### src/hw/mmr_map.vh
`ifndef MMR_MAP_VH
`define MMR_MAP_VH

// Register byte offsets
`define MMR_OFS_CTRL 8'h00
`define MMR_OFS_STATUS 8'h04
`define MMR_OFS_RESULT 8'h08

// Control register fields and reset value
`define MMR_CTRL_HOLD 0
`define MMR_CTRL_RESET 1'b0

// Status register field positions
`define MMR_ST_FUNC_LO 0
`define MMR_ST_COUPLING 2
`define MMR_ST_LPO 3
`define MMR_ST_MANUAL 4
`define MMR_ST_RANGE_LO 5
`define MMR_ST_PHASE_LO 8

// Result register field positions
`define MMR_RS_READING_LO 0
`define MMR_RS_OVR 12
`define MMR_RS_EXT 13
`define MMR_RS_BAR_LO 14
`define MMR_RS_BAR_OVR 20
`define MMR_RS_BUZZER 21

// Measurement function codes
`define MMR_FN_VOLT 2'h0
`define MMR_FN_RES 2'h1
`define MMR_FN_CUR 2'h2

// Range indices
`define MMR_RANGE_LOW 3'h0
`define MMR_RANGE_SECOND 3'h1
`define MMR_RANGE_TOP 3'h4
`define MMR_RANGE_CUR_TOP 3'h1

// Conversion timing in internal clock periods
`define MMR_CONV_PERIODS 8000
// Integrate time in crystal periods: 1638.5 internal periods
`define MMR_INT_XTAL 3277
`define MMR_CAP_EXT 3000
`define MMR_CAP_STD 2000

// Count thresholds
`define MMR_DOWNRANGE_BELOW 180
`define MMR_CONTINUITY_BELOW 19
`define MMR_BUZZ_ABOVE 2000
`define MMR_EXT_ABOVE 1999
`define MMR_BAR_FULL 40
`define MMR_BAR_OVR_ABOVE 2024
`define MMR_BAR_STEP 50
`define MMR_BAR_ROUND 25

`endif

### src/hw/mmr_pin_sync.v
`default_nettype none

module mmr_pin_sync (
    input wire pclk,
    input wire presetn,
    input wire [7:0] pins_raw,
    output wire [7:0] pins_level,
    output wire [7:0] pins_fall,
    output wire [7:0] pins_rise
);

    reg [7:0] s1_reg;
    reg [7:0] s2_reg;
    reg [7:0] s3_reg;

    // Two-stage synchroniser plus a history stage for edges;
    // reset high because the pins idle pulled up
    always @(posedge pclk or negedge presetn)
    begin
        if (!presetn)
        begin
            s1_reg <= 8'hff;
            s2_reg <= 8'hff;
            s3_reg <= 8'hff;
        end
        else
        begin
            s1_reg <= pins_raw;
            s2_reg <= s1_reg;
            s3_reg <= s2_reg;
        end
    end

    // One pulse per press, never one per clock of a held button
    assign pins_level = s2_reg;
    assign pins_fall = s3_reg & ~s2_reg;
    assign pins_rise = s2_reg & ~s3_reg;

endmodule // mmr_pin_sync

`default_nettype wire

### src/hw/mmr_bar_map.v
`default_nettype none
`include "mmr_map.vh"

module mmr_bar_map (
    input wire pclk,
    input wire presetn,
    input wire [11:0] reading,
    input wire overrange,
    input wire ext_high,
    output reg [5:0] segments,
    output reg bar_ovr
);

    // Round to nearest 50 counts, clipped to the full bar
    function [5:0] bar_count;
        input [11:0] value;
        reg [11:0] steps;
        begin
            steps = (value + 12'd`MMR_BAR_ROUND) / 12'd`MMR_BAR_STEP;
            if (steps > 12'd`MMR_BAR_FULL)
                bar_count = 6'd`MMR_BAR_FULL;
            else
                bar_count = steps[5:0];
        end
    endfunction

    // Registered so the driver sees stable segment data
    always @(posedge pclk or negedge presetn)
    begin
        if (!presetn)
        begin
            segments <= 6'h00;
            bar_ovr <= 1'b0;
        end
        else if (overrange)
        begin
            segments <= 6'd`MMR_BAR_FULL;
            bar_ovr <= 1'b1;
        end
        else if (ext_high)
        begin
            segments <= 6'd`MMR_BAR_FULL;
            bar_ovr <= 1'b0;
        end
        else
        begin
            segments <= bar_count(reading);
            bar_ovr <= (reading > 12'd`MMR_BAR_OVR_ABOVE);
        end
    end

endmodule // mmr_bar_map

`default_nettype wire

### src/hw/mmr_sequencer.v
// Notes on behaviour
// - Function from ohms/current selects: 00 volt, 01 ohm, 10 amp, 11 volt.
// - Bar segments: 0-24 none, 50N+-25 gives N, above 2024 overrange unless extended.
// - In ohms, each option press toggles low-power ohms; off at reset.
// - Manual ranging ends when function or option changes; back to auto, except in current.
// - Low-power ohms never uses the lowest 200 ohm range.
// - DC at reset; each coupling press toggles COUPLING_TOGGLE_N, AC lamp lit; in ohms the press is ignored.
// - Lowest voltage range: 2 V in AC, 200 mV in DC.
// - Current is manual only, low_current_range_n and 200 mA ranges, AC or DC.
// - Low-current pin floating gives 200 mA, grounded gives low_current_range_n.
// - Crystal halved to internal clock; conversion is 8000 periods.
// - Integrate phase is always 1638.5 internal periods.
// - Deintegrate cap 3000 extended, 2000 otherwise; rest is auto-zero.
// - Zero crossing in deintegrate ends it and enters auto-zero.
// - Range press in auto volt/ohm goes manual on current range.
// - Each range press in manual volts or ohms steps to the next range; in current it is ignored.
// - Reset starts in auto-ranging.
// - Manual ranging raises the count limit from 2000 to 3000.
// - Auto extended resolution only on top volt and top ohm range.
// - Extended reading over 1999: blinking 1, lower digits, full bar.
// - Overrange blinks the top digit and zeroes the lower digits.
// - Volt and amp readings over 2000 enable the buzzer.
// - Ohms buzzer only for continuity below 19, never for overrange.
// - Auto reading below 180 tries the next more sensitive range.
//
// Local design decisions: the register offsets and the APB interface to the registers.
`default_nettype none
`include "mmr_map.vh"

module mmr_sequencer (
    input wire pclk,
    input wire presetn,
    input wire psel,
    input wire penable,
    input wire pwrite,
    input wire [7:0] paddr,
    input wire [31:0] pwdata,
    output reg [31:0] prdata,
    output wire pready,
    output wire pslverr,
    input wire xtal_clk,
    input wire ohms_select_n,
    input wire current_select_n,
    input wire coupling_toggle_n,
    input wire low_power_ohms_toggle_n,
    input wire range_step_n,
    input wire low_current_range_n,
    input wire zero_cross,
    output reg internal_clk,
    output reg autozero_active,
    output reg integrate_active,
    output reg deint_active,
    output reg [1:0] function_code,
    output reg [2:0] range_code,
    output reg ac_indicator,
    output reg low_power_ohms_indicator,
    output reg auto_indicator,
    output reg [11:0] reading,
    output reg top_digit_blink,
    output reg top_digit_one,
    output reg lower_digits_zero,
    output reg [9:0] lower_digits,
    output reg buzzer_enable,
    output wire [5:0] bar_segments,
    output wire bar_overrange
);

    localparam [2:0] ST_AZ = 3'b001;
    localparam [2:0] ST_INT = 3'b010;
    localparam [2:0] ST_DEINT = 3'b100;
    localparam [13:0] CONV_XTAL = 14'd`MMR_CONV_PERIODS * 14'd2;
    localparam [13:0] INT_XTAL = 14'd`MMR_INT_XTAL;
    localparam [12:0] CAP_EXT_XTAL = 13'd`MMR_CAP_EXT * 13'd2;
    localparam [12:0] CAP_STD_XTAL = 13'd`MMR_CAP_STD * 13'd2;

    wire [7:0] pin_level;
    wire [7:0] pin_fall;
    wire [7:0] pin_rise;
    reg [2:0] state_reg;
    reg [2:0] state_next;
    reg [13:0] conv_cnt_reg;
    reg [12:0] deint_cnt_reg;
    reg done_reg;
    reg done_ovr_reg;
    reg [11:0] done_count_reg;
    reg hold_reg;
    reg [1:0] func_reg;
    reg ac_reg;
    reg lpo_reg;
    reg manual_reg;
    reg [2:0] range_reg;
    reg ovr_reg;
    reg ext_reg;
    wire xtal_tick;
    wire [1:0] func_now;
    wire ext_mode;
    wire [12:0] cap_xtal;
    wire ext_high;
    wire apb_setup;
    wire apb_write;
    wire addr_hit;
    wire [11:0] digits_mod;

    // Every pin is asynchronous to pclk
    mmr_pin_sync u_sync (
        .pclk(pclk),
        .presetn(presetn),
        .pins_raw({zero_cross, low_current_range_n, range_step_n,
            low_power_ohms_toggle_n, coupling_toggle_n, current_select_n,
            ohms_select_n, xtal_clk}),
        .pins_level(pin_level),
        .pins_fall(pin_fall),
        .pins_rise(pin_rise)
    );

    // Truth table of the two select pins
    function [1:0] decode_func;
        input ohm_n;
        input cur_n;
        begin
            case ({ohm_n, cur_n})
                2'b01: decode_func = `MMR_FN_RES;
                2'b10: decode_func = `MMR_FN_CUR;
                default: decode_func = `MMR_FN_VOLT;
            endcase
        end
    endfunction

    // Most sensitive range allowed for function and options
    function [2:0] range_floor;
        input [1:0] fn;
        input ac;
        input lpo;
        begin
            if (fn == `MMR_FN_VOLT && ac)
                range_floor = `MMR_RANGE_SECOND;
            else if (fn == `MMR_FN_RES && lpo)
                range_floor = `MMR_RANGE_SECOND;
            else
                range_floor = `MMR_RANGE_LOW;
        end
    endfunction

    // Least sensitive range for the function
    function [2:0] range_ceiling;
        input [1:0] fn;
        begin
            if (fn == `MMR_FN_CUR)
                range_ceiling = `MMR_RANGE_CUR_TOP;
            else
                range_ceiling = `MMR_RANGE_TOP;
        end
    endfunction

    assign func_now = decode_func(pin_level[1], pin_level[2]);
    // Crystal periods are counted so the half-period integrate fits
    assign xtal_tick = pin_rise[0];

    // Auto extended resolution only on the top volt or ohm range
    assign ext_mode = manual_reg || (range_reg == `MMR_RANGE_TOP);
    assign cap_xtal = ext_mode ? CAP_EXT_XTAL : CAP_STD_XTAL;

    // Divide the crystal by two for the internal clock
    always @(posedge pclk or negedge presetn)
    begin
        if (!presetn)
            internal_clk <= 1'b0;
        else if (xtal_tick)
            internal_clk <= ~internal_clk;
    end

    // Phase sequencer; one-hot state
    always @*
    begin
        state_next = state_reg;
        case (state_reg)
            ST_AZ:
                if (xtal_tick && conv_cnt_reg == CONV_XTAL - 14'd1)
                    state_next = ST_INT;
            ST_INT:
                if (xtal_tick && conv_cnt_reg == INT_XTAL - 14'd1)
                    state_next = ST_DEINT;
            ST_DEINT:
                if (pin_rise[7])
                    state_next = ST_AZ;
                else if (xtal_tick && deint_cnt_reg == cap_xtal - 13'd1)
                    state_next = ST_AZ;
            default:
                state_next = ST_AZ;
        endcase
    end

    // Conversion counter runs unbroken, so auto-zero soaks up the
    // unused deintegrate time and each conversion keeps its length
    always @(posedge pclk or negedge presetn)
    begin
        if (!presetn)
        begin
            state_reg <= ST_AZ;
            conv_cnt_reg <= 14'h0000;
            deint_cnt_reg <= 13'h0000;
            done_reg <= 1'b0;
            done_ovr_reg <= 1'b0;
            done_count_reg <= 12'h000;
        end
        else
        begin
            state_reg <= state_next;
            done_reg <= 1'b0;
            if (xtal_tick)
            begin
                if (state_reg == ST_AZ && state_next == ST_INT)
                    conv_cnt_reg <= 14'h0000;
                else
                    conv_cnt_reg <= conv_cnt_reg + 14'd1;
            end
            if (state_reg == ST_INT)
                deint_cnt_reg <= 13'h0000;
            else if (state_reg == ST_DEINT && xtal_tick)
                deint_cnt_reg <= deint_cnt_reg + 13'd1;
            if (state_reg == ST_DEINT && state_next == ST_AZ)
            begin
                done_reg <= 1'b1;
                done_ovr_reg <= ~pin_rise[7];
                // Count in internal periods; cap reports the limit itself
                if (pin_rise[7])
                    done_count_reg <= deint_cnt_reg[12:1];
                else
                    done_count_reg <= cap_xtal[12:1];
            end
        end
    end

    // Function, options and range; a change of function (except into current)
    // or of option in volts or ohms drops manual ranging before any range press is looked at
    always @(posedge pclk or negedge presetn)
    begin
        if (!presetn)
        begin
            func_reg <= `MMR_FN_VOLT;
            ac_reg <= 1'b0;
            lpo_reg <= 1'b0;
            manual_reg <= 1'b0;
            range_reg <= `MMR_RANGE_LOW;
        end
        else if (func_now != func_reg)
        begin
            func_reg <= func_now;
            manual_reg <= (func_now == `MMR_FN_CUR);
            range_reg <= range_floor(func_now, ac_reg, lpo_reg);
        end
        else if (func_reg == `MMR_FN_CUR)
        begin
            // Current range follows its pin alone
            manual_reg <= 1'b1;
            range_reg <= pin_level[6] ? `MMR_RANGE_CUR_TOP
                : `MMR_RANGE_LOW;
            if (pin_fall[3])
                ac_reg <= ~ac_reg;
        end
        else if (func_reg == `MMR_FN_VOLT && pin_fall[3])
        begin
            ac_reg <= ~ac_reg;
            manual_reg <= 1'b0;
            range_reg <= range_floor(func_reg, ~ac_reg, lpo_reg);
        end
        else if (func_reg == `MMR_FN_RES && pin_fall[4])
        begin
            lpo_reg <= ~lpo_reg;
            manual_reg <= 1'b0;
            range_reg <= range_floor(func_reg, ac_reg, ~lpo_reg);
        end
        else if (pin_fall[5])
        begin
            if (!manual_reg)
                manual_reg <= 1'b1;
            else if (range_reg >= range_ceiling(func_reg))
                range_reg <= range_floor(func_reg, ac_reg, lpo_reg);
            else
                range_reg <= range_reg + 3'd1;
        end
        else if (done_reg && !manual_reg)
        begin
            // Auto-ranging decision after each conversion
            if (done_ovr_reg && range_reg < range_ceiling(func_reg))
                range_reg <= range_reg + 3'd1;
            else if (!done_ovr_reg
                && done_count_reg < 12'd`MMR_DOWNRANGE_BELOW
                && range_reg > range_floor(func_reg, ac_reg, lpo_reg))
                range_reg <= range_reg - 3'd1;
        end
    end

    // Latched result; hold freezes the display between conversions
    always @(posedge pclk or negedge presetn)
    begin
        if (!presetn)
        begin
            reading <= 12'h000;
            ovr_reg <= 1'b0;
            ext_reg <= 1'b0;
        end
        else if (done_reg && !hold_reg)
        begin
            reading <= done_count_reg;
            ovr_reg <= done_ovr_reg;
            ext_reg <= ext_mode;
        end
    end

    assign ext_high = ext_reg && !ovr_reg
        && reading > 12'd`MMR_EXT_ABOVE;

    // Remainder stays below 1000, so ten bits always hold it
    assign digits_mod = reading % 12'd1000;

    // Digit formatting and buzzer, registered for the display driver
    always @(posedge pclk or negedge presetn)
    begin
        if (!presetn)
        begin
            top_digit_blink <= 1'b0;
            top_digit_one <= 1'b0;
            lower_digits_zero <= 1'b0;
            lower_digits <= 10'h000;
            buzzer_enable <= 1'b0;
        end
        else
        begin
            top_digit_blink <= ovr_reg || ext_high;
            top_digit_one <= ext_high;
            lower_digits_zero <= ovr_reg;
            if (ovr_reg)
                lower_digits <= 10'h000;
            else
                lower_digits <= digits_mod[9:0];
            if (func_reg == `MMR_FN_RES)
                buzzer_enable <= !ovr_reg
                    && reading < 12'd`MMR_CONTINUITY_BELOW;
            else
                buzzer_enable <= ovr_reg
                    || reading > 12'd`MMR_BUZZ_ABOVE;
        end
    end

    // Status pins follow the internal state one clock later
    always @(posedge pclk or negedge presetn)
    begin
        if (!presetn)
        begin
            autozero_active <= 1'b1;
            integrate_active <= 1'b0;
            deint_active <= 1'b0;
            function_code <= `MMR_FN_VOLT;
            range_code <= `MMR_RANGE_LOW;
            ac_indicator <= 1'b0;
            low_power_ohms_indicator <= 1'b0;
            auto_indicator <= 1'b1;
        end
        else
        begin
            autozero_active <= state_reg[0];
            integrate_active <= state_reg[1];
            deint_active <= state_reg[2];
            function_code <= func_reg;
            range_code <= range_reg;
            ac_indicator <= ac_reg
                && func_reg != `MMR_FN_RES;
            low_power_ohms_indicator <= lpo_reg
                && func_reg == `MMR_FN_RES;
            auto_indicator <= ~manual_reg;
        end
    end

    mmr_bar_map u_bar (
        .pclk(pclk),
        .presetn(presetn),
        .reading(reading),
        .overrange(ovr_reg),
        .ext_high(ext_high),
        .segments(bar_segments),
        .bar_ovr(bar_overrange)
    );

    // APB slave: no wait states, error on unmapped offsets
    assign apb_setup = psel && !penable;
    assign apb_write = psel && penable && pwrite;
    assign addr_hit = paddr == `MMR_OFS_CTRL || paddr == `MMR_OFS_STATUS
        || paddr == `MMR_OFS_RESULT;
    assign pready = 1'b1;
    assign pslverr = psel && penable && !addr_hit;

    // Control register write
    always @(posedge pclk or negedge presetn)
    begin
        if (!presetn)
            hold_reg <= `MMR_CTRL_RESET;
        else if (apb_write && paddr == `MMR_OFS_CTRL)
            hold_reg <= pwdata[`MMR_CTRL_HOLD];
    end

    // Read data captured in the setup cycle, stable through access
    always @(posedge pclk or negedge presetn)
    begin
        if (!presetn)
            prdata <= 32'h00000000;
        else if (apb_setup)
        begin
            prdata <= 32'h00000000;
            case (paddr)
                `MMR_OFS_CTRL:
                    prdata[`MMR_CTRL_HOLD] <= hold_reg;
                `MMR_OFS_STATUS:
                begin
                    prdata[`MMR_ST_FUNC_LO +: 2] <= func_reg;
                    prdata[`MMR_ST_COUPLING] <= ac_reg;
                    prdata[`MMR_ST_LPO] <= lpo_reg;
                    prdata[`MMR_ST_MANUAL] <= manual_reg;
                    prdata[`MMR_ST_RANGE_LO +: 3] <= range_reg;
                    prdata[`MMR_ST_PHASE_LO +: 3] <= state_reg;
                end
                `MMR_OFS_RESULT:
                begin
                    prdata[`MMR_RS_READING_LO +: 12] <= reading;
                    prdata[`MMR_RS_OVR] <= ovr_reg;
                    prdata[`MMR_RS_EXT] <= ext_reg;
                    prdata[`MMR_RS_BAR_LO +: 6] <= bar_segments;
                    prdata[`MMR_RS_BAR_OVR] <= bar_overrange;
                    prdata[`MMR_RS_BUZZER] <= buzzer_enable;
                end
                default:
                    prdata <= 32'h00000000;
            endcase
        end
    end

endmodule // mmr_sequencer

`default_nettype wire

### config.mk
export PLATFORM = sky130hd
export DESIGN_NAME = mmr_sequencer
export DESIGN_NICKNAME = d
export VERILOG_FILES = /design/src/hw/mmr_pin_sync.v /design/src/hw/mmr_bar_map.v /design/src/hw/mmr_sequencer.v
export VERILOG_INCLUDE_DIRS = /design/src /design/src/hw
export SDC_FILE = /design/constraint.sdc
export NUM_CORES = 1
export LEC_CHECK = 0
export ABC_AREA = 1
export BUFFER_PORTS_ARGS = -buffer_cell sky130_fd_sc_hd__buf_2
export CAP_MARGIN = 20
export CORE_AREA = 2 2 136 138
export CTS_CLUSTER_DIAMETER = 30
export DETAILED_ROUTE_END_ITERATION = 7
export DIE_AREA = 0 0 138 140
export PLACE_DENSITY = 0.71
export SLEW_MARGIN = 10
export SYNTH_ARGS = -nofsm -noshare
export SYNTH_HDL_FRONTEND = slang
export SYNTH_SLANG_ARGS = --single-unit
export TNS_END_PERCENT = 1
### constraint.sdc
create_clock -name pclk -period 4.35 [get_ports pclk]
set_clock_uncertainty 0.1 [all_clocks]
set_input_delay 0.435 -clock pclk [delete_from_list [all_inputs] [get_ports pclk]]
set_output_delay 0.435 -clock pclk [all_outputs]
set_load 0.005 [all_outputs]
==> flow_summary.ini, run 1 <==
[clock_tree]
numCtsBuffers = 17
cts.sinks = 143
htree_levels = 4
clk_root_buffer_cell = clkbuf_16
cts_tree = built
clock_path_buffers = 2
clk_pin_slew_worst_paths_ps = 60
clkLatencyLatePin_ps = 430

[place]
dp_cells = 1277
hpwl_um = 12900
io_buffers = 89
pre_cts_ws_ps = 58.2
dpl-instance-area_um2 = 8450
gp_congestion = 0.854

[floorplan]
core_area_um2 = 17800
dieArea_um2 = 19300
initial_core_util = 0.432
ios = 132
die_x_um = 138
rows = 49
die_y_um = 140

[logic_synthesis]
seq_area_frac_synth = 0.469
syn-cell-area_um2 = 7690
synthCells = 958
syn_area_per_cell_um2 = 8.03
synthArstFlopShare = 1.00
ys_ff_latch = 143
synth_ff_type = dfrtp_1
synth_edf_count = 0
synth_cell_type_count = 49
yosys_warnings = 0

[run]
cap_viol_max_count = 0

[power_and_ir_drop]
power_density_nw_per_um2 = 338
power_leakage_nw = 4.78
p_clk_frac = 0.454
peakVddDrop_v = 0.000282
finalPower_mw = 3.21
combinationalPowerShare = 0.093
p_int_mw = 2.39
p_sw_frac = 0.256
power_frac_seq = 0.453
power.switching_mw = 0.823

[timing]
max_slew_margin = 0.492
rsz0062_at_grt = true
fmax_mhz = 240
hold_slack_ps = 179
worstMarginPinSlew_ps = 758
hold_viol_final = 0
fin_crit_ps = 4160
slew_viol_final = 0
setup_violations = 0
fin_ws_ps = 191
fin_crit_sh = 0.956

[min_path]
hold_start = pwdata[0]
hold_end = hold_reg
holdPathStages = 3
hold_class = input port to register

[final_layout]
mostFrequentLayoutCells = 216 x nand2_1, 139 x inv_1, 111 x dfrtp_1
area_growth_pct = 23.5
final_common_cell = nand2_1
diodes = 0
final_layout_size_suffix_gt1_frac = 0.251
final_area_um2 = 9500
stdcell_count = 1334
nets = 1158
largest_reg_flops = 22

[setup_path]
critPathMostFrequentCell = nand2_4
worstRegToRegCells = 40
cp_slowest_cell = dfrtp_1
crit_type = register to register
crit_fanout = 8
r2r-start = reading[0]
required_ps = 4560
timing.rr.end = u_bar.segments[5]
max_stage_delay_ps = 400
r2r_slack_ps = 190
cp.arrival_ps = 4370
cp-start-kind = register
end_kind = register

[global_routing]
overflow = 0
grt_max_degree = 80
grt_pass1_vias = 6317
antenna_found_initial = 0
grt_pass1_wl_um = 29900
grt_use_total = 0.189

[detailed_routing]
routedWlPerCell_um = 13.6
ant_nets = 0
via_count = 6735
drc_errors = 0
routed_wl_um = 18100
drt_iter0_markers = 435
avgViaCountPerCell = 5.05
first_pass_iters = 5

[outcome]
status = complete, no violations
## through the flow
stage	util	setup TNS [ps]
after floorplan	-	0
final	0.534	0
after global placement	0.475	0
after detailed placement	0.475	0
after global routing	0.534	-716
after CTS	0.514	0
## critical path, delay by kind of cell, from the launching register on
family	cells	cell delay [ps]
and+or+nand+nor	36	3070
buffers and inverters	2	190
DFF	1	400
AOI/OAI and AO/OA	1	100
adders and majority gates	1	170
## synth_stat cells (12+ instances only)
master,n,area share
buf_4,14,0.014
nor3_1,23,0.015
ha_1,13,0.021
nand2_1,224,0.11
inv_1,140,0.068
nand4_1,21,0.017
nor2_1,76,0.037
o21ai_0,61,0.040
nand2_2,23,0.019
dfrtp_1,119,0.39
a21oi_1,34,0.022
clkbuf_1,13,0.0063
dfstp_2,24,0.082
o22ai_1,19,0.015
xor2_1,14,0.016
nand3_1,49,0.032
nand2_4,12,0.018
## worst max path at each step
stage,from,endpoint,slack [ps],depth (start not counted)
2_1_floorplan,reading[0],u_bar.segments[3],490,37
4_1_cts,reading[0],u_bar.segments[5],40,39
3_3_place_gp,reading[0],u_bar.segments[3],140,37
5_1_grt,reading[0],u_bar.segments[0],-140,39
3_5_place_dp,reading[0],u_bar.segments[3],60,35
6_report,reading[0],u_bar.segments[5],190,40
## power groups by stage
stage	clock (mW)	sequential (mW)	combinational, mW
after floorplan	0	1.47	0.188
after global placement	0	1.47	0.282
after detailed placement	0	1.48	0.291
after CTS	1.48	1.45	0.299
after global routing	1.54	1.46	0.343
final	1.46	1.45	0.298
## cell families (layout without fill, tap and decap cells)
logic type      count (synthesis)  after routing  share of synthesized area
compound gates                141            141                      0.105
xor+xnor                       19             19                     0.0216
fa+ha+maj                      13             13                     0.0212
buf+inv                       180            317                     0.0947
flops                         143            143                      0.469
other cells                     2             11                   0.000977
simple gates                  460            461                      0.288
## timing repair
item                                    4_1_cts  5_1_grt
endpoints found under the setup margin        0        6
buffers inserted                              0       15
resized for setup                             0       60
hold buffers                                  9        0
hold endpoints to repair                     71        0
## final cells by class
cell class / count / area [um^2]
Inverter: 153 / 582
Fill cell: 1619 / 8280
Clock inverter: 14 / 155
Clock buffer: 18 / 439
Tap cell: 229 / 287
Multi-Input combinational cell: 645 / 3620
Sequential cell: 143 / 3620
Timing Repair Buffer: 132 / 801
## per-layer routing
metal | vias up | track usage | share of wire | wire [um]
met4 | 0 | 0.0505 | 0.014 | 261
met2 | 182 | 0.324 | 0.50 | 9030
li1 | 3359 | - | - | -
met3 | 24 | 0.0516 | 0.058 | 1050
met5 | - | 0 | 0 | 0
met1 | 3170 | 0.237 | 0.43 | 7770
Note: power is estimated with default switching activity, not from simulation.
==> run 2: changes to the inputs <==
--- a/config.mk
+++ b/config.mk
@@ -6,13 +6,13 @@
 export SDC_FILE = /design/constraint.sdc
 export NUM_CORES = 1
 export LEC_CHECK = 0
-export ABC_AREA = 1
 export BUFFER_PORTS_ARGS = -buffer_cell sky130_fd_sc_hd__buf_2
 export CAP_MARGIN = 20
-export CORE_AREA = 2 2 136 138
+export CORE_AREA = 2 2 138 140
+export CTS_BUF_LIST = sky130_fd_sc_hd__clkbuf_4 sky130_fd_sc_hd__clkbuf_8
 export CTS_CLUSTER_DIAMETER = 30
 export DETAILED_ROUTE_END_ITERATION = 7
-export DIE_AREA = 0 0 138 140
+export DIE_AREA = 0 0 140 142
 export PLACE_DENSITY = 0.71
 export SLEW_MARGIN = 10
 export SYNTH_ARGS = -nofsm -noshare
==> run 2 against run 1 <==
  * The flow now finishes with violations (design-rule violations, negative setup slack)
  * Largest power group is now sequential cells
  * Worst hold slack got worse by 33 ps
  * Routed wire length rose by 19%
  * Via count rose by 8.5%
  * Synthesized cell count fell by 9.9%
  * Sequential share of layout area fell by 3.5 points
  * Non-clock buffer count rose by 109
==> flow_summary.ini, run 2 <==
[outcome]
status = finished, violations left
violations = design-rule violations, negative setup slack

[place]
dp_cells = 1260
io_buffers = 89
dpl-instance-area_um2 = 9430
gp_congestion = 0.886
hpwl_um = 15400
pre_cts_ws_ps = -237

[logic_synthesis]
synthCells = 863
ys_ff_latch = 143
synth_top_cell_by_area = dfrtp_1
synth_ff_type = dfrtp_1
synth_cell_type_count = 91
syn_area_per_cell_um2 = 9.25
ys_top_cells_by_area = dfrtp_1 37%, dfstp_2 7.9%, nand2_1 5.2%
netlist.area_leader.share = 0.373
synthArstFlopShare = 1.00
synthTopCellsByCount = 119 x dfrtp_1, 111 x nand2_1, 75 x nor2_1
yosys_warnings = 0
synth_edf_count = 0
syn-cell-area_um2 = 7990
seq_area_frac_synth = 0.452
synth_most_common_cell = dfrtp_1

[setup_path]
required_ps = 4630
crit_fanout = 5
cp-start-kind = register
cp.arrival_ps = 4810
worstRegToRegCells = 22
crit_type = register to register
end_kind = register
r2r_slack_ps = -170
r2r-start = reading[1]
timing.rr.end = u_bar.segments[0]

[power_and_ir_drop]
power_density_nw_per_um2 = 278
power.switching_mw = 0.714
p_int_mw = 2.19
peakVddDrop_v = 0.000191
p_sw_frac = 0.246
power_frac_seq = 0.510
power_leakage_nw = 4.83
combinationalPowerShare = 0.084
p_clk_frac = 0.406

[global_routing]
grt_max_degree = 62
grt_pass1_wl_um = 34800
overflow = 0
grt_pass1_vias = 6975
grt_use_total = 0.217
antenna_found_initial = 0

[min_path]
holdPathStages = 2
hold_class = input port to register
hold_end = hold_reg
hold_start = pwdata[0]

[detailed_routing]
ant_nets = 0
topRoutingLayerUsed = met4
drt_iter0_markers = 489
via_count = 7306
avgViaCountPerCell = 5.52
dr_wl_met2_um = 10500
drc_errors = 11
routedWlPerCell_um = 16.3
wl_met3_um = 1180
first_pass_iters = 8
routed_wl_um = 21500
drt-met1-wl_um = 9280

[clock_tree]
clock_path_buffers = 2
numCtsBuffers = 17
cts_tree = built
cts.sinks = 143
clk_pin_slew_worst_paths_ps = 80
htree_levels = 4
clk_root_buffer_cell = clkbuf_8
clkLatencyLatePin_ps = 460

[final_layout]
final_common_cell = buf_4
final_area_um2 = 10400
largest_reg_flops = 22
diodes = 0
mostFrequentLayoutCells = 134 x buf_4, 118 x dfrtp_1, 108 x nand2_1
nets = 1142
area_growth_pct = 30.8
final_layout_size_suffix_gt1_frac = 0.334
stdcell_count = 1323

[timing]
fmax_mhz = 221
fin_crit_ps = 4520
max_slew_margin = 0.476
hold_viol_final = 0
fin_crit_sh = 1.04
setup_violations = 2
slew_viol_final = 0
rsz0062_at_grt = true
worstMarginPinSlew_ps = 783
fin_ws_ps = -174

[floorplan]
ios = 132
initial_core_util = 0.433
dieArea_um2 = 19900
rows = 50
die_x_um = 140
core_area_um2 = 18500
die_y_um = 142

[run]
cap_viol_max_count = 0
==> run 2: cell count changes in the layout (fill, tap and decap cells not counted), sizes merged, moves of 12 or more <==
cell,previous run,this run
and3,0,12
buf,123,232
inv,154,19
nand2,261,113
nand3,54,24
o211ai,4,16
o22ai,19,5
xnor2,5,21
==> run 2: metal layers <==
metal | track usage | vias up
li1 | - | 3516
met1 | 0.277 | 3505
met2 | 0.362 | 238
met3 | 0.0532 | 47
met4 | 0.0776 | 0
met5 | 0 | -
==> run 2: area by class of cell <==
cell class,instances,area [um^2]
clock inverters,9,159
multi-input cells,653,4360
clock buffers,23,292
inverters,20,75.1
well taps,234,293
flip-flops and latches,143,3610
repair buffers,241,1660
fillers,1576,8010
==> run 2: critical path, cell delays in order (launching register included) <==
cell and delay, ps:
dfrtp_1 420, ha_4 180, buf_6 110, a211o_4 370, nand2_8 110, xor2_4 200, buf_6 130, nor3_4 30
o41a_1 500, o211ai_4 280, buf_6 140, o221ai_2 80, buf_4 170, buf_4 150, o2111ai_4 70, nand2_2 120
o31ai_4 200, buf_6 160, mux2i_4 290, a31oi_4 130, a2bb2oi_2 150, and4_1 180, nor3_2 160
==> run 2: power groups by stage <==
stage          clock network (mW)  registers (mW)  logic, mW
6_report                     1.18            1.48      0.244
5_1_grt                      1.26            1.49      0.277
4_1_cts                      1.20            1.48      0.246
3_5_place_dp                    0            1.51      0.239
3_3_place_gp                    0            1.51      0.228
2_1_floorplan                   0            1.48      0.153
==> run 2: cell families (layout without fill, tap and decap cells) <==
logic type	after synthesis	count (layout)	synth area share
and+or+nand+nor	331	331	0.202
AOI/OAI and AO/OA	231	231	0.199
DFF	143	143	0.452
buffers and inverters	76	293	0.0462
xor gates and xnor gates	46	46	0.0514
muxes	19	19	0.0259
adders and majority gates	15	15	0.0229
other	2	11	0.000940
==> run 2: how the worst max path moves through the flow <==
stage	from	cells after the start	end
global placement	reading[0]	18	u_bar.segments[0]
floorplan	reading[0]	19	u_bar.segments[0]
finish	reading[1]	22	u_bar.segments[0]
global route	reading[1]	20	u_bar.segments[0]
CTS	reading[0]	18	u_bar.segments[0]
detailed placement	reading[0]	20	u_bar.segments[0]
==> run 2: per-stage QoR <==
stage	TNS, ps	util	hold slack [ps]	total power [mW]
floorplan	0	-	39.4	1.64
global placement	-196	0.511	247	1.73
detailed placement	-237	0.511	247	1.74
CTS	-50.5	0.553	126	2.92
global route	-712	0.566	126	3.03
finish	-311	0.566	146	2.91
==> run 2: repair_timing <==
item / in CTS / in global routing
setup endpoints to repair: 2 / 2
hold buffers: 9 / 0
cloned: 0 / 0
pin swaps: 24 / 29
gates resized for setup: 33 / 27
buffers inserted: 11 / 11
endpoints found under the hold margin: 61 / 0
==> run 3: changes to the inputs <==
--- a/config.mk
+++ b/config.mk
@@ -8,12 +8,12 @@
 export LEC_CHECK = 0
 export BUFFER_PORTS_ARGS = -buffer_cell sky130_fd_sc_hd__buf_2
 export CAP_MARGIN = 20
-export CORE_AREA = 2 2 138 140
+export CORE_AREA = 4 4 163 165
 export CTS_BUF_LIST = sky130_fd_sc_hd__clkbuf_4 sky130_fd_sc_hd__clkbuf_8
 export CTS_CLUSTER_DIAMETER = 30
 export DETAILED_ROUTE_END_ITERATION = 7
-export DIE_AREA = 0 0 140 142
-export PLACE_DENSITY = 0.71
+export DIE_AREA = 0 0 167 169
+export PLACE_DENSITY = 0.57
 export SLEW_MARGIN = 10
 export SYNTH_ARGS = -nofsm -noshare
 export SYNTH_HDL_FRONTEND = slang
==> constraint.sdc (replaced) <==
create_clock -name pclk -period 5.4 [get_ports pclk]
set_clock_uncertainty 0.1 [all_clocks]
set_input_delay 0.54 -clock pclk [delete_from_list [all_inputs] [get_ports pclk]]
set_output_delay 0.54 -clock pclk [all_outputs]
set_load 0.005 [all_outputs]
==> run 3 against run 2 <==
  * The run now ends clean
  * Via count shrank 9.2%
  * Utilization shrank 19 points
  * Combinational power shrank 23%
  * Clock-buffer cell count shrank 3
  * Routed wire length shrank 2.8%
  * Cell area shrank 11%
  * First-iteration DRC count grew 0.41%
  * Final cell count shrank 1.5%
  * Register-to-register slack gained 570 ps
  * Fmax shrank 9.5%
  * Critical path type unchanged
==> flow_summary.ini, run 3 (same netlist as run 2, synthesis figures left out) <==
[detailed_routing]
ant_nets = 0
avgViaCountPerCell = 5.09
first_pass_iters = 6
via_count = 6633
drc_errors = 0
routedWlPerCell_um = 16.0
routed_wl_um = 20900
drt_iter0_markers = 491

[power_and_ir_drop]
power_leakage_nw = 4.19
power.switching_mw = 0.598
power_frac_seq = 0.531
p_clk_frac = 0.385
combinationalPowerShare = 0.084
p_int_mw = 1.66
p_sw_frac = 0.265
peakVddDrop_v = 0.000152
power_density_nw_per_um2 = 243

[clock_tree]
htree_levels = 4
cts_tree = built
clkLatencyLatePin_ps = 460
clk_root_buffer_cell = clkbuf_8
clk_pin_slew_worst_paths_ps = 90
numCtsBuffers = 17
cts_setup_buffers = 0
clock_path_buffers = 2
cts.sinks = 143

[global_routing]
grt-busiest-layer = met2
antenna_found_initial = 0
use_met3 = 0.0334
grt_max_degree = 95
grt_pass1_vias = 6528
grt_use_total = 0.149
grt_pass1_wl_um = 34600
met2_usage = 0.246
overflow = 0
use_met1 = 0.203

[setup_path]
required_ps = 5630
crit_fanout = 9
cp-start-kind = register
r2r_slack_ps = 400
cp.arrival_ps = 5230
crit_type = register to register
crit_family = compound AO/OA/AOI/OAI gates
cp_slowest_cell = dfrtp_1
crit_buf_inv = 0
max_stage_delay_ps = 510
cp_cell_sequence = ha_1 -> a211oi_4 -> xnor2_1 -> o32a_1 -> o21a_1 -> o41a_1 -> o211ai_2 -> a21oi_2 -> or2_1 -> o2111ai_2 -> nand2_2 -> o31ai_4 -> mux2i_1 -> a21boi_0 -> o211ai_1 -> o22ai_1 -> nor3_2
end_kind = register

[final_layout]
final_common_cell = dfrtp_1
diodes = 0
fillerInstances = 2583
final-seq-area_um2 = 3610
area_growth_pct = 16.3
nets = 1026
fin_util = 0.371
largest_reg_flops = 22
multiInputGateArea_um2 = 4070
final_layout_size_suffix_gt1_frac = 0.224
mostFrequentLayoutCells = 119 x dfrtp_1, 111 x nand2_1, 88 x buf_2

[floorplan]
die_y_um = 169
die_x_um = 167
initial_core_util = 0.319
ios = 132
core_area_um2 = 25000
rows = 58
dieArea_um2 = 28200

[timing]
slew_viol_final = 0
fmax_mhz = 200
fin_crit_sh = 0.926
setup_violations = 0
setup_tns_ps = 0
hold_viol_final = 0
worstMarginPinSlew_ps = 948
rsz0062_at_grt = false
max_slew_margin = 0.363
fin_crit_ps = 5000

[place]
io_buffers = 89
hpwl_um = 15300
gp_congestion = 0.859

[outcome]
status = complete, no violations

[run]
cap_viol_max_count = 0

[min_path]
hold_class = input port to register
[run 3: per-stage QoR]
stage          cells  hold slack, ps  total power, mW  cell area [um^2]  setup slack [ps]
3_5_place_dp    1271             247             1.41              8870               343
3_3_place_gp    1271             246             1.40              8870               427
2_1_floorplan    872             144             1.32              8020               904
5_1_grt         1303            37.7             2.38              9290              26.4
6_report        1303            81.1             2.25              9290               400
4_1_cts         1303            48.4             2.29              9270               337
[run 3: final timing paths]
check / from / to / cells past startpoint
setup / recovery: reading[1] / u_bar.segments[0] / 17
hold / removal: range_step_n / u_sync.s1_reg[5] / 1
setup reg to reg: reading[1] / u_bar.segments[0] / 17
hold reg to reg: u_sync.s1_reg[6] / u_sync.pins_level[6] / 0
max in group asynchronous: presetn / lower_digits[3] / 2
min in group asynchronous: presetn / conv_cnt_reg[1] / 1
[run 3: power groups by stage]
| stage | registers [mW] | logic (mW) | clock network (mW) |
|---|---|---|---|
| after floorplan | 1.19 | 0.123 | 0 |
| after global placement | 1.21 | 0.188 | 0 |
| after detailed placement | 1.22 | 0.191 | 0 |
| after CTS | 1.20 | 0.193 | 0.902 |
| after global routing | 1.21 | 0.221 | 0.947 |
| final | 1.20 | 0.189 | 0.869 |
[run 3: routing by layer]
layer	up-vias	wire [um]
met5	-	0
met4	0	182
met3	16	817
met2	125	9890
met1	3210	10000
li1	3282	-
[run 3: worst register-to-register path, stage by stage, from the launching register on]
cell and delay [ps]:
dfrtp_1 510, ha_1 310, a211oi_4 420, xnor2_1 140
o32a_1 360, o21a_1 160, o41a_1 410, o211ai_2 330
a21oi_2 90, or2_1 340, o2111ai_2 210, nand2_2 120
o31ai_4 360, mux2i_1 360, a21boi_0 280, o211ai_1 130
o22ai_1 190, nor3_2 60
[run 3: layout make-up]
cell class | instances | area share
multi-input cells | 653 | 0.438
flip-flops and latches | 143 | 0.388
repair buffers | 125 | 0.0777
well taps | 330 | 0.0444
clock buffers | 20 | 0.0290
clock inverters | 12 | 0.0144
inverters | 20 | 0.00808
[run 3: timing repair]
action | CTS | global route
hold buffers | 0 | 0
gates resized for setup | 0 | 3
setup endpoints to repair | 0 | 1
